===== src/logic/dsarr_pkg.sv =====
// Purpose: Shared constants for the differential converter serial readout ends.
// Assumes: One 20 MHz system clock at both ends; the host makes the serial clock by division.
// Notes: The converter end models the digital sequencing; the analog value arrives as a word.
// How it works
// - Full conversion spans sixteen serial clock cycles.
// - Host may stop early at fourteen or fifteen.
// - Device shifts each bit on falling edges.
// - Host may capture on falling edges instead.
// - Select fall starts conversion and transfer.
// - Input sampled until second falling edge.
// - Output driver enabled at second falling edge.
// - Null bit first, top bit at third.
// - Twelve result bits follow, top bit first.
// - Select still low: resend from bit one upward.
// - After resent bit eleven output floats.
// - Select raised by fifteenth fall: no resend.
// - Later clocks while select low do nothing.
// - New conversion needs select high then low.
// - Results are twelve-bit two's complement codes.
// - Saturate at 7FF and 800 codes.
// - One step is twice reference over 4096.
// - Power down at select rise or fall 14/16.
// - Host drops select only while clock low.
package dsarr_pkg;
    localparam int RES_BITS = 12;
    localparam int FALL_W = 5;
    localparam logic [FALL_W-1:0] FALL_ENABLE = 5'h02;
    localparam logic [FALL_W-1:0] FALL_TOP_BIT = 5'h03;
    localparam logic [FALL_W-1:0] FALL_BIT_ZERO = 5'h0E;
    localparam logic [FALL_W-1:0] FALL_SHORT_PD = 5'h0E;
    localparam logic [FALL_W-1:0] FALL_NO_RESEND = 5'h0F;
    localparam logic [FALL_W-1:0] FALL_FULL_PD = 5'h10;
    localparam logic [FALL_W-1:0] FALL_RESEND_END = 5'h19;
    localparam logic [FALL_W-1:0] FALL_LAST = 5'h1A;
    localparam logic [FALL_W-1:0] FALLS_FULL = 5'h10;
    localparam logic [RES_BITS-1:0] CODE_POS_FULL = 12'h7FF;
    localparam logic [RES_BITS-1:0] CODE_NEG_FULL = 12'h800;
    localparam int CODE_STEPS = 4096;
    // The half period must outlast the round trip through both synchronisers and the output register.
    // Otherwise a bit changes just as the host samples it on the rising edge.
    localparam int SCLK_HALF_NS = 400;
    localparam int SYS_CLK_NS = 50;
    localparam int SCLK_HALF_CYC = (SCLK_HALF_NS + SYS_CLK_NS - 1) / SYS_CLK_NS;
    localparam int HALF_W = 4;
    localparam int SAMPLE_W = 14;
    typedef enum logic [1:0] {DSARR_IDLE, DSARR_LOW, DSARR_CLK_HI, DSARR_END} dsarr_host_st_t;

    // Clamp a signed sample held in steps of twice the reference over 4096.
    function automatic logic [RES_BITS-1:0] dsarr_clamp(input logic signed [SAMPLE_W-1:0] s);
        if (s >= $signed({2'b00, CODE_POS_FULL})) begin
            dsarr_clamp = CODE_POS_FULL;
        end else if (s <= $signed({2'b11, CODE_NEG_FULL})) begin
            dsarr_clamp = CODE_NEG_FULL;
        end else begin
            dsarr_clamp = s[RES_BITS-1:0];
        end
    endfunction : dsarr_clamp
endpackage : dsarr_pkg


===== src/logic/dsarr_link_if.sv =====
// Purpose: Three-wire link between host and converter.
// Assumes: The converter output enable is low while it drives.
// Notes: dout_line resolves the tri-state data pin; it floats high when undriven.
`timescale 1ns/1ps
interface dsarr_link_if;
    logic sel_n;
    logic sclk;
    logic dout_o;
    logic dout_oe_n;
    wire dout_line;
    assign dout_line = dout_oe_n ? 1'b1 : dout_o;
    modport conv(input sel_n, input sclk, output dout_o, output dout_oe_n);
    modport host(output sel_n, output sclk, input dout_line);
endinterface : dsarr_link_if


===== src/logic/dsarr_conv.sv =====
// Purpose: Converter end: sequencing and serial result output.
// Assumes: Select and serial clock come from another party and are resynchronised.
// Notes: The analog difference arrives as a signed step count on sample_in.
`timescale 1ns/1ps
module dsarr_conv (
    input wire logic clk,
    input wire logic reset,
    dsarr_link_if.conv link,
    input wire logic signed [dsarr_pkg::SAMPLE_W-1:0] sample_in,
    output logic powered_down,
    output logic [dsarr_pkg::RES_BITS-1:0] held_code
);
    import dsarr_pkg::*;

    // =====================================================================
    // Pin synchronisers
    logic [2:0] sel_s_r;
    logic [2:0] sclk_s_r;
    logic sel_q_r;
    logic sclk_q_r;
    always_ff @(posedge clk or posedge reset) begin
        if (reset) begin
            sel_s_r <= 3'h7;
            sclk_s_r <= 3'h0;
            sel_q_r <= 1'b1;
            sclk_q_r <= 1'b0;
        end else begin
            sel_s_r <= {sel_s_r[1:0], link.sel_n};
            sclk_s_r <= {sclk_s_r[1:0], link.sclk};
            if (sel_s_r[1] == sel_s_r[2]) begin
                sel_q_r <= sel_s_r[2];
            end
            if (sclk_s_r[1] == sclk_s_r[2]) begin
                sclk_q_r <= sclk_s_r[2];
            end
        end
    end
    wire sel_agree = (sel_s_r[1] == sel_s_r[2]);
    wire sclk_agree = (sclk_s_r[1] == sclk_s_r[2]);
    wire sel_fall = sel_agree && sel_q_r && !sel_s_r[2];
    wire sel_rise = sel_agree && !sel_q_r && sel_s_r[2];
    wire sclk_fall = sclk_agree && sclk_q_r && !sclk_s_r[2];
    wire sel_low = !sel_q_r;

    // =====================================================================
    // Sequence
    logic active_r;
    logic resend_ok_r;
    logic [FALL_W-1:0] fall_r;
    logic [RES_BITS-1:0] code_r;
    logic dout_r;
    logic oe_n_r;
    logic pd_r;
    wire [FALL_W-1:0] fall_nxt = fall_r + 5'h01;
    wire counting = active_r && sel_low && !sel_fall && sclk_fall;
    // Bit index shown at a given fall: top bit first, then bit one upward.
    wire [3:0] fwd_idx = 4'(FALL_BIT_ZERO - fall_nxt);
    wire [3:0] rev_idx = 4'(fall_nxt - FALL_BIT_ZERO);
    wire in_fwd = (fall_nxt >= FALL_TOP_BIT) && (fall_nxt <= FALL_BIT_ZERO);
    wire in_rev = (fall_nxt > FALL_BIT_ZERO) && (fall_nxt <= FALL_RESEND_END);
    wire pd_edge = (fall_nxt == FALL_SHORT_PD) || (fall_nxt == FALL_FULL_PD);
    wire in_sample = (fall_nxt < FALL_ENABLE);

    always_ff @(posedge clk or posedge reset) begin
        if (reset) begin
            active_r <= 1'b0;
            resend_ok_r <= 1'b0;
            fall_r <= '0;
            code_r <= '0;
            dout_r <= 1'b0;
            oe_n_r <= 1'b1;
            pd_r <= 1'b1;
        end else if (sel_fall) begin
            active_r <= 1'b1;
            resend_ok_r <= 1'b1;
            fall_r <= '0;
            oe_n_r <= 1'b1;
            pd_r <= 1'b0;
        end else if (sel_rise || !sel_low) begin
            active_r <= 1'b0;
            oe_n_r <= 1'b1;
            pd_r <= 1'b1;
            if (sel_rise && fall_r <= FALL_NO_RESEND) begin
                resend_ok_r <= 1'b0;
            end
        end else if (counting) begin
            fall_r <= fall_nxt;
            if (fall_nxt == FALL_ENABLE) begin
                code_r <= dsarr_clamp(sample_in);
                oe_n_r <= 1'b0;
                dout_r <= 1'b0;
            end else if (in_fwd) begin
                dout_r <= code_r[fwd_idx];
            end else if (in_rev && resend_ok_r) begin
                dout_r <= code_r[rev_idx];
            end else if (!in_sample) begin
                // The first fall still lies inside the sampling window and must not close the frame.
                oe_n_r <= 1'b1;
                active_r <= 1'b0;
            end
            if (pd_edge) begin
                pd_r <= 1'b1;
            end
        end
    end

    assign link.dout_o = dout_r;
    assign link.dout_oe_n = oe_n_r;
    assign powered_down = pd_r;
    assign held_code = code_r;
endmodule : dsarr_conv


===== src/flat_wrapper.sv =====
// flat-port wrapper written by rule: the top's interface ports become plain ports
module dsarr_conv_flat import dsarr_pkg::*;
  (clk, reset, sample_in, powered_down, held_code, link_sel_n, link_sclk, link_dout_o, link_dout_oe_n);
  dsarr_link_if link_i ();
  input wire logic clk;
  input wire logic reset;
  input wire logic signed [dsarr_pkg::SAMPLE_W-1:0] sample_in;
  output logic powered_down;
  output logic [dsarr_pkg::RES_BITS-1:0] held_code;
  input wire logic [$bits(link_i.sel_n)-1:0] link_sel_n;
  input wire logic [$bits(link_i.sclk)-1:0] link_sclk;
  output wire logic [$bits(link_i.dout_o)-1:0] link_dout_o;
  output wire logic [$bits(link_i.dout_oe_n)-1:0] link_dout_oe_n;
  assign link_i.sel_n = link_sel_n;
  assign link_i.sclk = link_sclk;
  assign link_dout_o = link_i.dout_o;
  assign link_dout_oe_n = link_i.dout_oe_n;
  dsarr_conv u_core (.clk(clk), .reset(reset), .link(link_i), .sample_in(sample_in), .powered_down(powered_down), .held_code(held_code));
endmodule

===== config.mk =====
export PLATFORM = sky130hd
export DESIGN_NAME = dsarr_conv_flat
export DESIGN_NICKNAME = d
export VERILOG_FILES = /design/src/logic/dsarr_pkg.sv /design/src/logic/dsarr_link_if.sv /design/src/logic/dsarr_conv.sv /design/src/flat_wrapper.sv
export SDC_FILE = /design/constraint.sdc
export NUM_CORES = 1
export LEC_CHECK = 0
export ABC_AREA = 1
export ABC_CLOCK_PERIOD_IN_PS = 2210
export BUFFER_PORTS_ARGS = -buffer_cell sky130_fd_sc_hd__buf_2
export CAP_MARGIN = 10
export CORE_MARGIN = 3
export CORE_UTILIZATION = 40
export CTS_CLUSTER_SIZE = 25
export DETAILED_ROUTE_END_ITERATION = 10
export GPL_TIMING_DRIVEN = 0
export SLEW_MARGIN = 40
export SYNTH_ARGS = -nofsm -noshare
export SYNTH_HDL_FRONTEND = slang
export SYNTH_SLANG_ARGS = --single-unit

===== constraint.sdc =====
create_clock -name clk -period 2.21 [get_ports clk]
set_input_delay 0.1105 -clock clk [delete_from_list [all_inputs] [get_ports clk]]
set_output_delay 0.1105 -clock clk [all_outputs]
set_load 0.01 [all_outputs]

Word level (Yosys, flattened, before mapping)
Cells that the tools add are included.
{"block": "word_totals", "reg_bits": 30, "inputBits": 18}
{"block": "op_classes", "n_addsub": 3, "order_cmp": 10, "n_eq_ne": 13, "muxes": 33, "bitwise": 2, "n_reduce_logical": 32}
{"op": "1-bit 2-to-1 mux", "n": 26}
{"op": "12-bit 2-to-1 mux", "n": 2}
{"op": "5-bit 2-to-1 mux", "n": 3}
{"op": "14-bit by 12-bit greater-or-equal comparator with 1-bit output, second input constant", "n": 1}
{"op": "14-bit by 12-bit less-or-equal comparator with 1-bit output, second input constant", "n": 1}
{"op": "1-bit logical AND", "n": 13}
{"op": "4-bit AND reduction", "n": 3}
{"op": "5-bit by 4-bit less-or-equal comparator with 1-bit output, second input constant", "n": 2}
{"op": "4-bit by 5-bit < comparator with 1-bit output, second input constant", "n": 2}
{"op": "3-bit nonzero test", "n": 3}
{"op": "1-bit binary-select mux with 4-bit select", "n": 2}
{"op": "4-bit by 3-bit != test with 1-bit output, second input constant", "n": 2}
{"op": "3-bit by 1-bit != test with 1-bit output, second input constant", "n": 2}
{"op": "3-bit by 2-bit != test with 1-bit output, second input constant", "n": 2}
{"op": "2-bit AND reduction", "n": 3}
{"op": "2-bit nonzero test", "n": 3}
{"op": "5-bit by 1-bit adder with 5-bit output, second input constant", "n": 1}
{"op": "5-bit by 2-bit == test with 1-bit output, second input constant", "n": 1}
{"op": "5-bit by 4-bit == test with 1-bit output, second input constant", "n": 1}
{"op": "5-bit == test, second input constant", "n": 1}
{"op": "5-bit by 2-bit greater-or-equal comparator with 1-bit output, second input constant", "n": 1}
{"op": "5-bit by 4-bit greater-than comparator with 1-bit output, second input constant", "n": 1}
{"op": "5-bit less-or-equal comparator, second input constant", "n": 1}
{"op": "5-bit by 2-bit < comparator with 1-bit output, second input constant", "n": 1}
{"op": "other kinds (9)", "n": 15}

Depth between registers and ports, before layout
{"block": "depth", "word_depth": 10, "depth_mapped": 16, "mapped_depth_nobuf": 16}

Worst setup path before layout
Ideal clock, no wire load.
{"block": "synth_timing", "path_kind": "reg2reg", "from": "register u_core.fall_r[0]", "to": "register u_core.active_r", "t_arrival_ns": 1.908, "required_time_ns": 2.087, "setup_slack_ns": 0.179, "stages_incl_launch_ff": 15, "n_path_buf": 1, "period_less_slack_ns": 2.031, "cell_sequence": "dfrtp_1 inv_1 buf_4 ha_1 inv_1 ha_1 nand2_1 a21oi_1 nand3_2 nand2_1 nand3_1 nor2_1 nor2_1 nand2_1 nand2_1"}
{"block": "synth_via", "elab_chain_len": 6, "elab_cells_between_ends": 15, "cone_classes": "add/sub (1); order compare (5); eq/ne (5); reduce/logical (4)"}
{"item": "start: declaration", "line": "dsarr_conv.sv:49", "text": "logic [FALL_W-1:0] fall_r;"}
{"item": "start signal: assignment", "line": "dsarr_conv.sv:87", "text": "fall_r <= fall_nxt;"}
{"item": "5-bit by 1-bit adder with 5-bit output (*)", "line": "dsarr_conv.sv:54", "text": "wire [FALL_W-1:0] fall_nxt = fall_r + 5'h01;"}
{"item": "5-bit by 4-bit greater-than comparator with 1-bit output / 5-bit less-or-equal comparator (equally long branches)", "line": "dsarr_conv.sv:60", "text": "wire in_rev = (fall_nxt > FALL_BIT_ZERO) && (fall_nxt <= FALL_RESEND_END);"}
{"item": "1-bit logical AND", "line": "dsarr_conv.sv:60"}
{"item": "1-bit logical AND", "line": "dsarr_conv.sv:94", "text": "end else if (in_rev && resend_ok_r) begin"}
{"item": "3-bit by 1-bit != test with 1-bit output (no line)"}
{"item": "5-bit AND reduction (no line) (*)"}
{"item": "end signal: assignment", "line": "dsarr_conv.sv:66", "text": "active_r <= 1'b0;"}
{"item": "end signal: assignment", "line": "dsarr_conv.sv:74", "text": "active_r <= 1'b1;"}
{"item": "end signal: assignment", "line": "dsarr_conv.sv:99", "text": "active_r <= 1'b0;"}
{"item": "end: declaration", "line": "dsarr_conv.sv:47", "text": "logic active_r;"}
Mark *: on every way between the ends. The rest lies on a longest branch, timed or not.
A chain may end at the register's enable or synchronous reset.

Final worst setup path
{"block": "layout_timing", "from": "register u_core.fall_r[1]", "to": "register u_core.code_r[5], in the netlist u_core.held_code[5]"}
{"block": "layout_via", "elab_chain_len": 3}
{"item": "5-bit by 1-bit adder with 5-bit output", "line": "dsarr_conv.sv:54"}
{"item": "5-bit by 2-bit == test with 1-bit output", "line": "dsarr_conv.sv:88", "text": "if (fall_nxt == FALL_ENABLE) begin"}
{"item": "4-bit AND reduction (no line)"}
{"item": "end signal: assignment", "line": "dsarr_conv.sv:89", "text": "code_r <= dsarr_clamp(sample_in);"}
{"item": "end: declaration", "line": "dsarr_conv.sv:50", "text": "logic [RES_BITS-1:0] code_r;"}
Every way passes these cells.

==> out/qor.csv <==
metric,value,unit
met3_usage,3.96,%
powerDensity,754,nW/um^2
antenna_cells,0,
r2r_end,u_core.held_code[5]$_DFFE_PP0P_,
core_area,4530,um^2
dieArea,5730,um^2
period_share,92.8,%
synth.avg_cell_area,7.31,um^2
antenna_found_initial,0,
worstPathRequired,2380,ps
min_to,u_core.held_code[1]$_DFFE_PP0P_,
cp_max_fo,7,
hold_viol,0,
num_io_pins,33,
synth_area,1940,um^2
setup_viol,0,
clock_latency,290,ps
crit_slowest_cell,dfrtp_2,
clock_path_buffers,2,
drive_gt1_share,25.5,%
wl_per_cell,12.0,um
drtPass1Iterations,4,
worstPathArrival,2220,ps
cp_common_cell,nand2_1,
critPathTopFamily,simple AND/OR/NAND/NOR gates,
htreeDepth,2,
r2r-start,u_core.fall_r[1]$_DFFE_PP0P_,
grt_max_degree,31,
syn_to_final_growth,27.0,%
grt_util_met2,27.5,%
setup_ws,159,ps
synth_compound_area_share,8.11,%
grt_pass1_vias,1676,
hp-class,in2reg,
via_per_inst,4.76,
synth_nets,294,
cp-start-kind,register,
drv_cap,0,
path_cells,"ha_1, nand2_2, nor2_1, ha_1, nand2_1, nand3b_4, nor2_2, inv_2, nor2_8, inv_2, nand2_1, nand2_1",
final_antenna_net_count,0,
slew_headroom,58.7,%
p_total,0.00186,W
initial_core_util,42.9,%
pre_cts_ws,-124,ps
cp_num_buf_inv,2,
ys_seq_area_share,39.0,%
nNetsFinal,345,
synth_cell_type_count,32,
die_w,75.7,um
die_y,75.7,um
wirelength,4580,um
slowest_delay,440,ps
grt.overflow.total,0,
fin_crit,2050,ps
clk_pin_slew,60,ps
syn_inst,266,
hold_depth,3,
synth-xor-area-share,0.901,%
drt_iter0_drc,77,
fmax,0.487,GHz
rows,24,
drc,0,
synthMuxAreaShare,0,%
crit_type,reg2reg,
reg2reg_depth,12,
root_buffer,clkbuf_8,
synthAdderAreaFrac,6.44,%
cts_sinks,30,
hpwlAfterDp,3400,um
finalSetupTns,0,ps
synth_simple_gate_area_share,38.2,%
ys_ff_latch,30,
synth_top_family_by_area,simple AND/OR/NAND/NOR gates,
grt.busiest_layer,met2,
clock_skew,8.47,ps
yosys_warnings,0,
leakage,1.28,nW
slew_violations,0,
hold_start,sample_in[1],
gp_congestion,0.811,
n_fill_cell,436,
tritoncts,yes,
peakVddDrop,0.336,mV
dr_total_vias,1823,
reg2reg_slack,160,ps
port_buffers,32,
endpoint_kind,register,
status,"complete, no violations",
grtUsageTotal,17.5,%
worstMarginPinSlew,618,ps
grt_pass1_wl,7490,um
use_met1,23.2,%
worst_hold_slack,107,ps
numCtsBuffers,5,
==> stage by stage <==
| stage | instance area, um^2 | cells | utilization [%] |
|---|---|---|---|
| 2_1_floorplan | 1940 | 266 | - |
| 3_3_place_gp | 2190 | 363 | 48.2 |
| 3_5_place_dp | 2190 | 363 | 48.2 |
| 4_1_cts | 2370 | 375 | 52.2 |
| 5_1_grt | 2470 | 383 | 54.4 |
| 6_report | 2470 | 383 | 54.4 |
==> sequential cells by signal, summed over array words and instances (netlist names) <==
signal                 flops
u_core.link.dout_o         1
u_core.fall_r              5
u_core.link.dout_oe_n      1
u_core.sclk_q_r            1
u_core.resend_ok_r         1
u_core.active_r            1
u_core.held_code          12
u_core.powered_down        1
u_core.sel_s_r             3
u_core.sclk_s_r            3
u_core.sel_q_r             1
==> cell usage after synthesis <==
library cell	n	area (um^2)
nand3b_4	1	20.0
xnor2_1	1	8.76
nand4_1	5	31.3
xor2_1	1	8.76
nor2_4	1	11.3
buf_4	2	15.0
o21ai_0	5	25.0
nand3b_1	2	15.0
nand2_1	81	304
o211ai_1	1	7.51
nor2_2	4	25.0
o22ai_1	1	6.26
clkinv_1	1	3.75
nor4b_1	1	8.76
nand3_4	1	17.5
nand3_2	1	10.0
nor2_8	1	20.0
nand2_2	3	18.8
nand3_1	27	135
a31oi_1	1	6.26
buf_2	1	5.00
inv_2	4	15.0
dfstp_2	6	158
o21a_1	1	7.51
nand4_2	1	12.5
nor3_1	1	5.00
a21oi_1	21	105
nor2_1	27	101
or2_1	1	6.26
ha_1	10	125
inv_1	28	105
dfrtp_1	24	601
==> routing by layer <==
layer / part of all wire, % / vias to the layer above
li1: - / 953
met1: 48 / 814
met2: 46 / 45
met3: 3.9 / 11
met4: 1.9 / 0
met5: 0 / -
==> final cells by class <==
class                   instances  area, um^2  area share, %
plain buffers                   3        23.8          0.963
inverters                      33         129           5.22
multi-input cells             200        1070           43.5
repair buffers                 44         258           10.4
clock inverters                 2        60.1           2.43
well taps                      65        81.3           3.29
clock buffers                   6        82.6           3.35
flip-flops and latches         30         759           30.8
==> timing repair <==
| action | in CTS | in global routing |
|---|---|---|
| pin swaps | 0 | 1 |
| endpoints found under the setup margin | 3 | 15 |
| endpoints found under the hold margin | 26 | 0 |
| resized for setup | 2 | 9 |
| buffers inserted | 1 | 8 |
| gates cloned | 0 | 0 |
| hold buffers | 3 | 0 |
==> how the worst max path moves through the flow <==
stage / end / cells after the start / startpoint / slack [ps]
after detailed placement: u_core.active_r$_DFFE_PP0P_ / 14 / u_core.fall_r[0]$_DFFE_PP0P_ / -120
final: u_core.held_code[5]$_DFFE_PP0P_ / 12 / u_core.fall_r[1]$_DFFE_PP0P_ / 160
after global placement: u_core.active_r$_DFFE_PP0P_ / 14 / u_core.fall_r[0]$_DFFE_PP0P_ / -130
after CTS: u_core.active_r$_DFFE_PP0P_ / 14 / u_core.fall_r[0]$_DFFE_PP0P_ / 30
after floorplan: u_core.active_r$_DFFE_PP0P_ / 14 / u_core.fall_r[0]$_DFFE_PP0P_ / 180
after global routing: u_core.active_r$_DFFE_PP0P_ / 16 / u_core.fall_r[0]$_DFFE_PP0P_ / -6
==> logic make-up after synthesis <==
logic type                 after synthesis
DFF                                     30
and+or+nand+nor                        158
xor gates and xnor gates                 2
buffers and inverters                   36
AOI/OAI and AO/OA                       30
adders and majority gates               10
==> layout by cell type, fill, tap and decap left out, drive strengths merged, types with 2 or more instances in the layout <==
master and count:
o21ai 5, dlygate4sd3 3, nor2 33, a21oi 21, ha 10, clkbuf 6, nand3b 3, inv 32
nand2 84, bufinv 2, dfrtp 24, buf 44, nand3 29, dfstp 6, nand4 6
==> power by group <==
part	leakage, nW	total, W	internal, W	switching (W)
combinational	0.884	0.000552	0.000222	0.000329
clock	0.0714	0.000692	0.000481	0.000212
sequential	0.328	0.000618	0.000594	0.0000241
==> tightest hold or removal path, cell delays in order <==
cell     delay, ps
buf_2          100
a21oi_1         70
nor2_1          70
Note: power is estimated with default switching activity, not from simulation.
